### src/logic/mtp_pkg.sv
// package: register map, encodings and reset values for the mode and trim bank
`default_nettype none
package mtp_pkg;
  // register byte offsets
  localparam logic [7:0] REG_SPECIAL_FUNC = 8'h00;
  localparam logic [7:0] REG_RANGE_TYPE   = 8'h04;
  localparam logic [7:0] REG_VIS_MASK     = 8'h08;
  localparam logic [7:0] REG_CONFIG       = 8'h0C;
  localparam logic [7:0] REG_MODES        = 8'h10;
  localparam logic [7:0] REG_TRIM         = 8'h14;
  localparam logic [7:0] REG_TRIM_CTRL    = 8'h18;
  localparam logic [7:0] REG_STATUS       = 8'h1C;
  // special function
  localparam logic [3:0] SFC_RESET        = 4'h0;
  localparam logic [3:0] SFC_TRIM_ENABLE  = 4'h5;
  // resistance-thermometer range types
  localparam logic [7:0] RTD_LO_A         = 8'd41;
  localparam logic [7:0] RTD_HI_A         = 8'd52;
  localparam logic [7:0] RTD_LO_B         = 8'd63;
  localparam logic [7:0] RTD_HI_B         = 8'd68;
  localparam logic [7:0] RANGE_RESET      = 8'd0;
  // trim in centi-ohm, signed 16 bit
  localparam logic signed [15:0] TRIM_RESET = 16'sh0000;
  localparam logic signed [15:0] TRIM_LIMIT = 16'sd2000;
  localparam logic signed [15:0] TRIM_SHOWN_MIN = -16'sd1999;
  // mode bits and visibility mask bits
  localparam int BIT_AM  = 0;
  localparam int BIT_RR  = 1;
  localparam int BIT_SPS = 2;
  localparam logic [2:0] MODES_RESET      = 3'b000;
  localparam logic [7:0] VIS_MASK_RESET   = 8'hFF;
  // config bits: [2:0] contact assign, [3] control method, [4] remote capable
  localparam int CFG_CTRL_METHOD = 3;
  localparam int CFG_REMOTE_CAP  = 4;
  localparam logic [4:0] CONFIG_RESET     = 5'b0_1000;
  // trim control: bit 0 enter key
  localparam int TCTL_ENTER = 0;
  typedef enum logic [1:0] {TRIM_IDLE, TRIM_SHOWN} mtp_trim_state_t;
endpackage : mtp_pkg
`default_nettype wire

### src/logic/mtp_access.sv
// access gates: which parameters are visible and which are settable
`default_nettype none
module mtp_access
  import mtp_pkg::*;
(
  input  wire logic [7:0] range_type,
  input  wire logic [3:0] special_func,
  input  wire logic [7:0] vis_mask,
  input  wire logic [4:0] config_bits,
  output logic      [2:0] mode_visible,
  output logic      [2:0] mode_settable,
  output logic            is_rtd,
  output logic            trim_visible
);
  function automatic logic rtd_type(input logic [7:0] t);
    return ((t >= RTD_LO_A) && (t <= RTD_HI_A)) || ((t >= RTD_LO_B) && (t <= RTD_HI_B));
  endfunction

  always_comb begin
    is_rtd       = rtd_type(range_type);
    trim_visible = is_rtd && (special_func == SFC_TRIM_ENABLE); // [RULE_01] [RULE_02]
    mode_visible = vis_mask[2:0]; // [RULE_15]
    if (!config_bits[CFG_CTRL_METHOD]) begin
      mode_visible[BIT_AM] = 1'b0; // [RULE_14]
    end
    if (!config_bits[CFG_REMOTE_CAP]) begin
      mode_visible[BIT_SPS] = 1'b0; // [RULE_16]
    end
    // contact-driven selectors stay visible but keypad cannot set them
    mode_settable = mode_visible & ~config_bits[2:0]; // [RULE_13]
  end
endmodule // mtp_access
`default_nettype wire

### src/logic/mtp_trim_capture.sv
// two-press capture sequence for the resistance trim
`default_nettype none
module mtp_trim_capture
  import mtp_pkg::*;
(
  input  wire logic               sys_clk,
  input  wire logic               reset,
  input  wire logic               enable,
  input  wire logic               enter,
  input  wire logic signed [15:0] measured_diff,
  output logic                    showing,
  output logic signed [15:0]      shown_diff,
  output logic                    store,
  output logic signed [15:0]      store_value,
  output logic                    rejected
);
  mtp_trim_state_t    state_q, state_d;
  logic signed [15:0] diff_q, diff_d;
  logic               big;

  always_comb begin
    state_d     = state_q;
    diff_d      = diff_q;
    store       = 1'b0;
    big         = (diff_q >= TRIM_LIMIT) || (diff_q <= -TRIM_LIMIT);
    store_value = big ? TRIM_RESET : diff_q; // [RULE_06]
    rejected    = 1'b0;
    if (!enable) begin
      state_d = TRIM_IDLE; // [RULE_03]
    end else if (enter) begin
      case (state_q)
        TRIM_IDLE: begin
          diff_d  = measured_diff; // [RULE_05]
          state_d = TRIM_SHOWN;
        end
        default: begin
          store    = 1'b1; // [RULE_05]
          rejected = big;
          state_d  = TRIM_IDLE;
        end
      endcase
    end
  end

  always_ff @(posedge sys_clk) begin
    if (reset) begin
      state_q <= TRIM_IDLE;
      diff_q  <= TRIM_RESET;
    end else begin
      state_q <= state_d;
      diff_q  <= diff_d;
    end
  end

  assign showing    = (state_q == TRIM_SHOWN);
  assign shown_diff = diff_q;
endmodule // mtp_trim_capture
`default_nettype wire

### src/logic/mtp_bank.sv
// top: mode selectors and resistance trim behind a classic Wishbone slave
//
// What this block does
// (RULE_01) special function takes 0..15; value 5 opens the trim, else locked
// (RULE_02) trim hidden unless range is resistance-thermometer and special function is 5
// (RULE_03) no trim capture when input is not resistance-thermometer
// (RULE_04) trim spans +-20.00 ohm, resets 0.00, set only by capture
// (RULE_05) first enter shows line A-B difference, second enter stores it
// (RULE_06) difference of 20 ohm or more rejected, trim becomes 0.00
// (RULE_07) trim kept when range changes to another resistance-thermometer type
// (RULE_08) host uses barrier trim only with types 41..52 or 63..68
// (RULE_09) auto/manual: auto 0, manual 1, starts auto
// (RULE_10) any auto/manual change returns display to operation screen
// (RULE_11) run/ready: run 0, ready 1, starts run
// (RULE_12) setpoint source: local 0, remote 1, starts local
// (RULE_13) contact-assigned selector stays viewable but refuses keypad setting
// (RULE_14) on/off control hides and locks auto/manual
// (RULE_15) mask bits 0,1,2 cleared hide and lock the three selectors
// (RULE_16) no remote capability hides and locks setpoint source
// (RULE_17) auto-tuning stopped while manual or ready is in effect
// (RULE_18) writes to hidden or locked parameters are ignored
//
// The register offsets and the Wishbone slave port were chosen for this implementation.
`default_nettype none
module mtp_bank
  import mtp_pkg::*;
(
  input  wire logic        sys_clk,
  input  wire logic        reset,
  // wishbone classic slave
  input  wire logic        wb_cyc_i,
  input  wire logic        wb_stb_i,
  input  wire logic        wb_we_i,
  input  wire logic [7:0]  wb_adr_i,
  input  wire logic [3:0]  wb_sel_i,
  input  wire logic [31:0] wb_dat_i,
  output logic      [31:0] wb_dat_o,
  output logic             wb_ack_o,
  // keypad
  input  wire logic        key_enter,
  input  wire logic        key_set_valid,
  input  wire logic [1:0]  key_set_sel,
  input  wire logic        key_set_value,
  // measurement side
  input  wire logic [15:0] measured_line_diff,
  // outputs
  output logic             auto_tuning_stop,
  output logic             display_to_operation,
  output logic [15:0]      trim_correction,
  output logic [2:0]       mode_state
);
  // ----------------------------------------------------------------
  // synchronisers for pin inputs
  // ----------------------------------------------------------------
  logic [4:0]  key_s1_q, key_s2_q, key_s3_q;
  logic [15:0] diff_s1_q, diff_s2_q;
  always_ff @(posedge sys_clk) begin
    if (reset) begin
      key_s1_q  <= 5'h0;
      key_s2_q  <= 5'h0;
      key_s3_q  <= 5'h0;
      diff_s1_q <= 16'h0000;
      diff_s2_q <= 16'h0000;
    end else begin
      key_s1_q  <= {key_enter, key_set_valid, key_set_sel, key_set_value};
      key_s2_q  <= key_s1_q;
      key_s3_q  <= key_s2_q;
      diff_s1_q <= measured_line_diff;
      diff_s2_q <= diff_s1_q;
    end
  end
  // edge detect on synchronised levels only
  logic enter_pulse, set_pulse;
  assign enter_pulse = key_s2_q[4] & ~key_s3_q[4];
  assign set_pulse   = key_s2_q[3] & ~key_s3_q[3];

  // ----------------------------------------------------------------
  // state
  // ----------------------------------------------------------------
  logic        [3:0]  sfc_q, sfc_d;
  logic        [7:0]  range_q, range_d;
  logic        [7:0]  mask_q, mask_d;
  logic        [4:0]  cfg_q, cfg_d;
  logic        [2:0]  modes_q, modes_d;
  logic signed [15:0] trim_q, trim_d;
  logic               rejected_q, rejected_d;
  logic               ack_q, ack_d;
  logic        [31:0] rdata_q, rdata_d;
  logic               disp_q, disp_d;
  logic               at_stop_q, at_stop_d;
  logic               bus_enter;

  logic [2:0] mode_visible, mode_settable;
  logic       is_rtd, trim_visible;

  mtp_access u_access (
    .range_type    (range_q),
    .special_func  (sfc_q),
    .vis_mask      (mask_q),
    .config_bits   (cfg_q),
    .mode_visible  (mode_visible),
    .mode_settable (mode_settable),
    .is_rtd        (is_rtd),
    .trim_visible  (trim_visible)
  );

  logic               cap_showing, cap_store, cap_rejected;
  logic signed [15:0] cap_shown, cap_value;

  mtp_trim_capture u_capture (
    .sys_clk       (sys_clk),
    .reset         (reset),
    .enable        (trim_visible), // [RULE_03]
    .enter         (enter_pulse | bus_enter),
    .measured_diff (diff_s2_q),
    .showing       (cap_showing),
    .shown_diff    (cap_shown),
    .store         (cap_store),
    .store_value   (cap_value),
    .rejected      (cap_rejected)
  );

  // ----------------------------------------------------------------
  // bus decode and next state
  // ----------------------------------------------------------------
  logic req, wr, rd;
  assign req = wb_cyc_i & wb_stb_i & ~ack_q;
  assign wr  = req & wb_we_i & wb_sel_i[0];
  assign rd  = req & ~wb_we_i;
  assign bus_enter = wr && (wb_adr_i == REG_TRIM_CTRL) && wb_dat_i[TCTL_ENTER];

  always_comb begin
    sfc_d      = sfc_q;
    range_d    = range_q;
    mask_d     = mask_q;
    cfg_d      = cfg_q;
    modes_d    = modes_q;
    trim_d     = trim_q;
    rejected_d = rejected_q;
    ack_d      = req;
    rdata_d    = 32'h0000_0000;
    // writes
    if (wr) begin
      if (wb_adr_i == REG_SPECIAL_FUNC) begin
        sfc_d = wb_dat_i[3:0]; // [RULE_01]
      end else if (wb_adr_i == REG_RANGE_TYPE) begin
        range_d = wb_dat_i[7:0]; // trim untouched [RULE_07]
      end else if (wb_adr_i == REG_VIS_MASK) begin
        mask_d = wb_dat_i[7:0];
      end else if (wb_adr_i == REG_CONFIG) begin
        cfg_d = wb_dat_i[4:0];
      end else if (wb_adr_i == REG_MODES) begin
        // host may set visible selectors; hidden ones keep value
        for (int i = 0; i < 3; i++) begin
          if (mode_visible[i]) begin
            modes_d[i] = wb_dat_i[i]; // [RULE_09] [RULE_11] [RULE_12] [RULE_18]
          end
        end
      end
      // trim register is read-only: no direct entry [RULE_04]
    end
    // keypad set, refused when locked
    if (set_pulse && (key_s2_q[2:1] != 2'd3) && mode_settable[key_s2_q[2:1]]) begin
      modes_d[key_s2_q[2:1]] = key_s2_q[0]; // [RULE_13] [RULE_18]
    end
    if (cap_store) begin
      trim_d     = cap_value; // [RULE_05] [RULE_06]
      rejected_d = cap_rejected;
    end
    // reads
    if (rd) begin
      if (wb_adr_i == REG_SPECIAL_FUNC) begin
        rdata_d = {28'h000_0000, sfc_q};
      end else if (wb_adr_i == REG_RANGE_TYPE) begin
        rdata_d = {24'h00_0000, range_q};
      end else if (wb_adr_i == REG_VIS_MASK) begin
        rdata_d = {24'h00_0000, mask_q};
      end else if (wb_adr_i == REG_CONFIG) begin
        rdata_d = {27'h000_0000, cfg_q};
      end else if (wb_adr_i == REG_MODES) begin
        rdata_d = {29'h0000_0000, modes_q & mode_visible}; // hidden reads zero
      end else if (wb_adr_i == REG_TRIM) begin
        if (trim_visible) begin
          // -20.00 displays as -19.99
          rdata_d = {16'h0000, (trim_q < TRIM_SHOWN_MIN) ? TRIM_SHOWN_MIN : trim_q};
        end
      end else if (wb_adr_i == REG_STATUS) begin
        rdata_d = {12'h000, cap_shown, rejected_q, cap_showing, is_rtd, trim_visible};
      end
    end
    // outputs
    disp_d    = (modes_d[BIT_AM] != modes_q[BIT_AM]); // [RULE_10]
    at_stop_d = modes_q[BIT_AM] | modes_q[BIT_RR]; // [RULE_17]
  end

  always_ff @(posedge sys_clk) begin
    if (reset) begin
      sfc_q      <= SFC_RESET; // power-on clears special function
      range_q    <= RANGE_RESET;
      mask_q     <= VIS_MASK_RESET;
      cfg_q      <= CONFIG_RESET;
      modes_q    <= MODES_RESET; // [RULE_09] [RULE_11] [RULE_12]
      trim_q     <= TRIM_RESET; // [RULE_04]
      rejected_q <= 1'b0;
      ack_q      <= 1'b0;
      rdata_q    <= 32'h0000_0000;
      disp_q     <= 1'b0;
      at_stop_q  <= 1'b0;
    end else begin
      sfc_q      <= sfc_d;
      range_q    <= range_d;
      mask_q     <= mask_d;
      cfg_q      <= cfg_d;
      modes_q    <= modes_d;
      trim_q     <= trim_d;
      rejected_q <= rejected_d;
      ack_q      <= ack_d;
      rdata_q    <= rdata_d;
      disp_q     <= disp_d;
      at_stop_q  <= at_stop_d;
    end
  end

  // trim_correction, mode_state mirror flops directly
  assign wb_ack_o             = ack_q;
  assign wb_dat_o             = rdata_q;
  assign display_to_operation = disp_q;
  assign auto_tuning_stop     = at_stop_q;
  assign trim_correction      = trim_q; // [RULE_07]
  assign mode_state           = modes_q;
endmodule // mtp_bank
`default_nettype wire

### config.mk
export PLATFORM = sky130hd
export DESIGN_NAME = mtp_bank
export DESIGN_NICKNAME = d
export VERILOG_FILES = /design/src/logic/mtp_pkg.sv /design/src/logic/mtp_access.sv /design/src/logic/mtp_trim_capture.sv /design/src/logic/mtp_bank.sv
export SDC_FILE = /design/constraint.sdc
export NUM_CORES = 1
export LEC_CHECK = 0
export BUFFER_PORTS_ARGS = -buffer_cell sky130_fd_sc_hd__buf_2
export CORE_MARGIN = 2
export CORE_UTILIZATION = 48
export CTS_BUF_LIST = sky130_fd_sc_hd__clkbuf_4 sky130_fd_sc_hd__clkbuf_8 sky130_fd_sc_hd__clkbuf_16
export DETAILED_ROUTE_END_ITERATION = 8
export PLACE_DENSITY = 0.75
export SLEW_MARGIN = 20
export SYNTH_ARGS = -nofsm -noshare
export SYNTH_HDL_FRONTEND = slang
export SYNTH_SLANG_ARGS = --single-unit
export TNS_END_PERCENT = 50
### constraint.sdc
create_clock -name sys_clk -period 1.8 [get_ports sys_clk]
set_input_delay 0.09 -clock sys_clk [delete_from_list [all_inputs] [get_ports sys_clk]]
set_output_delay 0.09 -clock sys_clk [all_outputs]
set_load 0.1 [all_outputs]
==> key figures <==
Pwr
  • Standby leakage power: 3.310 nW
  • Max IR drop VDD: 0.0008484 V
  • Power Total: 0.006824 W
  • Power per Cell Area: 872.4 nW/µm²

Clock network
  • Clock buffers created by TritonCTS: 17
  • H-tree depth reported by CTS: 4
  • Number of buffers on the longest clock path: 2
  • Cell chosen for the clock root: sky130_fd_sc_hd__clkbuf_8
  • Clk pin slew, worst setup/hold paths: 0.06 ns
  • TritonCTS clock tree: done
  • Clock sink count: 129
  • Latest clock arrival within the worst-skew pair: 0.53 ns

Synth
  • Async S/R FF share, synth: 0
  • EDFF count, synth: 0
  • Flops & latches, synth: 129
  • Register area share after synthesis: 0.4854
  • Number of library cell types mapped by synthesis: 67
  • Syn Inst Count: 572
  • Post-Synthesis Cell Area: 5320 µm²
  • Most used DFF post-synth: sky130_fd_sc_hd__dfxtp_1
  • Total number of yosys warnings: 0
  • Synthesized area per cell: 9.301 µm²

Timing
  • Share of the cycle needed by the critical path after routing: 1.054
  • Hold violation count in the final report: 0
  • Max-slew violation total from the final report: 0
  • Max Freq: 527.2 MHz
  • Slew @ Worst Pin: 0.5225 ns
  • Shortest period the worst path allows: 1.897 ns
  • Post-Route Hold Slack: 0.05401 ns
  • Setup Viol. Count Final: 38
  • Final TNS setup: -2.393 ns
  • Relative slew margins: 0.6541
  • Clk_skew: 0.009275 ns
  • Unrepaired setup endpoints after global routing: true
  • Worst Slack Setup Final: -0.09684 ns

Placement
  • Half-perimeter wire length after placement: 11,220 µm
  • DP Area: 6450 µm²
  • Final RePlAce weighted congestion: 0.9725
  • Port-buffer cells: 84

Worst setup path
  • Worst flop-to-flop path startpoint: trim_correction[9]
  • Highest-delay cell along the critical path: sky130_fd_sc_hd__dfxtp_2
  • Endpoint arrival time on the critical path: 2.33 ns
  • Worst Path Buf+Inv: 2
  • Crit. End Element: flop
  • Worst Setup Path Type: flop to flop
  • Setup slack of the most critical reg-to-reg path: -0.1 ns
  • Critical-path maximum fanout: 7
  • Delay of the slowest critical-path stage: 0.34 ns
  • Worst Setup Start Kind: flop
  • Cell count of the worst reg-to-reg path: 8
  • Reg-to-reg endpoint: wb_dat_o[2]
  • Req. time, crit path: 2.23 ns
  • Worst path top cell family by delay: simple AND/OR/NAND/NOR gates
  • Sequence of cells on the critical path: nor4_4 > o311ai_4 > nand4_1 > ha_4 > inv_4 > buf_6 > nand3_2 > a221oi_2

GRT
  • Largest net degree at the start of global routing: 99
  • Global-route usage over all layers: 0.2851
  • Number of global-route vias before repair: 4,863
  • Overall overflow remaining after global route: 0
  • Initial antenna violation count: 0
  • Global-route wire length before repair: 25,230 µm

Die
  • Initial core utilization: 0.4908
  • Row count: 38
  • Die Ht: 109.3 µm
  • Floorplan die area: 11,940 µm²
  • Boundary pin count: 124
  • Placeable core region: 10,840 µm²
  • DIE WIDTH: 109.3 µm

Worst hold path
  • Cell depth of the worst min-delay path: 3
  • Destination of the worst hold path: wb_dat_o[2]
  • Worst min path class: input port to flop
  • Worst hold path startpoint: wb_adr_i[3]

Detailed routing
  • Total length of routed wires: 16,990 µm
  • TritonRoute pass-1 iters: 5
  • Routed wire length per instance: 18.48 µm
  • Total via count in the routed design: 5,203
  • Remaining number of nets flagged by the antenna check after routing: 0
  • Initial DRC count: 389
  • Post-route DRC: 0
  • Average via count per standard cell: 5.662

Run
  • Number of violations of the max-capacitance limit: 0

Run status
  • Outcome: finished, violations left
  • Violated checks: negative setup slack

Cells and area
  • # diodes: 0
  • Area growth syn-to-layout: 47.04%
  • Fill cell total of the finished layout: 769
  • Number of nets in the final layout: 837
  • Post-route cell area: 7823 µm²
  • Fraction of layout instances using a drive strength above 1: 0.4018
sequential cells by signal (all words and copies together) (netlist names), 8 cells and up:
| name | flops |
|---|---|
| range_q | 8 |
| mask_q | 8 |
| diff_s2_q | 16 |
| u_capture.shown_diff | 16 |
| trim_correction | 16 |
| diff_s1_q | 16 |
| wb_dat_o | 20 |
cell usage after synthesis (4+ instances only):
cell / n / area [µm²]
sky130_fd_sc_hd__or2_2: 4 / 25.02
sky130_fd_sc_hd__buf_4: 16 / 120.1
sky130_fd_sc_hd__nand3_1: 16 / 80.08
sky130_fd_sc_hd__nor2_1: 37 / 138.9
sky130_fd_sc_hd__nand2_1: 49 / 183.9
sky130_fd_sc_hd__a21oi_1: 18 / 90.09
sky130_fd_sc_hd__inv_1: 36 / 135.1
sky130_fd_sc_hd__and2_1: 6 / 37.54
sky130_fd_sc_hd__and3_1: 7 / 43.79
sky130_fd_sc_hd__a211oi_1: 4 / 30.03
sky130_fd_sc_hd__clkbuf_1: 24 / 90.09
sky130_fd_sc_hd__nor2b_1: 47 / 294.0
sky130_fd_sc_hd__o2bb2ai_1: 5 / 43.79
sky130_fd_sc_hd__a311oi_1: 26 / 227.7
sky130_fd_sc_hd__nor4_1: 7 / 43.79
sky130_fd_sc_hd__o21ai_0: 16 / 80.08
sky130_fd_sc_hd__mux2i_1: 15 / 150.1
sky130_fd_sc_hd__a31o_2: 25 / 219.0
sky130_fd_sc_hd__nor3_1: 6 / 30.03
sky130_fd_sc_hd__nand4_1: 9 / 56.30
sky130_fd_sc_hd__dfxtp_1: 129 / 2582
placed cells by master, fill, tap and decap left out, types with 4 or more instances in the layout:
cell                            count
sky130_fd_sc_hd__mux2i_1           15
sky130_fd_sc_hd__conb_1            12
sky130_fd_sc_hd__a21oi_1           14
sky130_fd_sc_hd__nor4_1             5
sky130_fd_sc_hd__dfxtp_1          102
sky130_fd_sc_hd__inv_1             33
sky130_fd_sc_hd__nand4_1            9
sky130_fd_sc_hd__dlygate4sd3_1     34
sky130_fd_sc_hd__a31o_4             7
sky130_fd_sc_hd__nand2_1           49
sky130_fd_sc_hd__and3_1             5
sky130_fd_sc_hd__a311oi_2           4
sky130_fd_sc_hd__a311oi_1          22
sky130_fd_sc_hd__or2_2              4
sky130_fd_sc_hd__and2_1             6
sky130_fd_sc_hd__nor3_1             6
sky130_fd_sc_hd__nor2_1            35
sky130_fd_sc_hd__o21ai_0           11
sky130_fd_sc_hd__a31o_2            18
sky130_fd_sc_hd__nor2b_1           46
sky130_fd_sc_hd__dfxtp_2           13
sky130_fd_sc_hd__buf_4             78
sky130_fd_sc_hd__dfxtp_4           14
sky130_fd_sc_hd__buf_2             86
sky130_fd_sc_hd__nand3_1           15
sky130_fd_sc_hd__clkbuf_16         19
sky130_fd_sc_hd__buf_6              7
sky130_fd_sc_hd__o2bb2ai_2          4
layer usage:
| metal | global-route usage | part of all wire | up-vias |
|---|---|---|---|
| li1 | - | - | 2418 |
| met1 | 0.3615 | 0.40 | 2468 |
| met2 | 0.4663 | 0.49 | 281 |
| met3 | 0.06396 | 0.081 | 36 |
| met4 | 0.1230 | 0.025 | 0 |
| met5 | 0 | 0 | - |
per-stage QoR:
stage | worst slack [ns] | util | instances
after floorplan | -0.1728 | - | 583
after global placement | -0.2190 | 0.5950 | 843
after detailed placement | -0.2181 | 0.5950 | 843
after CTS | -0.07127 | 0.6936 | 909
after global routing | -0.1865 | 0.7216 | 919
final | -0.09684 | 0.7216 | 919
cell type report:
cell class	count	area, µm²	share of cell area
clock inverters	13	148.9	0.01903
flip-flops and latches	129	2651	0.3389
well taps	140	175.2	0.02239
inverters	37	146.4	0.01871
multi-input cells	371	2709	0.3463
clock buffers	19	446.7	0.05710
repair buffers	210	1545	0.1975
worst register-to-register path: cells and delay by family (launching register included):
family	cells	cell delay, ns
compound gates	2	0.44
fa+ha+maj	1	0.25
buf+inv	2	0.18
flops	1	0.34
simple gates	3	0.60
repair_timing:
item,in CTS,in global routing
hold buffers,34,0
buffers inserted,1,6
endpoints found under the setup margin,49,49
pin swaps,22,21
resized for setup,28,41
gates cloned,0,4
endpoints found under the hold margin,53,0
worst max path at each step:
stage	startpoint	to	slack [ns]	depth (start not counted)
2_1_floorplan	trim_correction[5]	wb_dat_o[1]	-0.17	8
3_3_place_gp	wb_adr_i[5]	wb_dat_o[2]	-0.22	6
3_5_place_dp	wb_adr_i[5]	wb_dat_o[2]	-0.22	6
4_1_cts	sfc_q[1]	wb_dat_o[13]	-0.07	6
5_1_grt	range_q[6]	wb_dat_o[13]	-0.19	8
6_report	trim_correction[9]	wb_dat_o[2]	-0.1	8
report_power, final:
| part | switching (W) | internal (W) |
|---|---|---|
| Combinational | 0.000310 | 0.000166 |
| Clock | 0.00136 | 0.00209 |
| Sequential | 0.0000170 | 0.00288 |
| Total | 0.00168 | 0.00514 |
logic make-up after synthesis:
kind of cell	Yosys count	synth area share
other	1	0.0007049
AO/OA/AOI/OAI	129	0.1877
AND/OR/NAND/NOR	210	0.2133
flip-flops	129	0.4854
adder cells (fa/ha/maj)	1	0.002351
buffers and inverters	83	0.07220
XOR/XNOR	1	0.001647
multiplexers	18	0.03669
No activity file was read; power rests on OpenSTA's default activity.
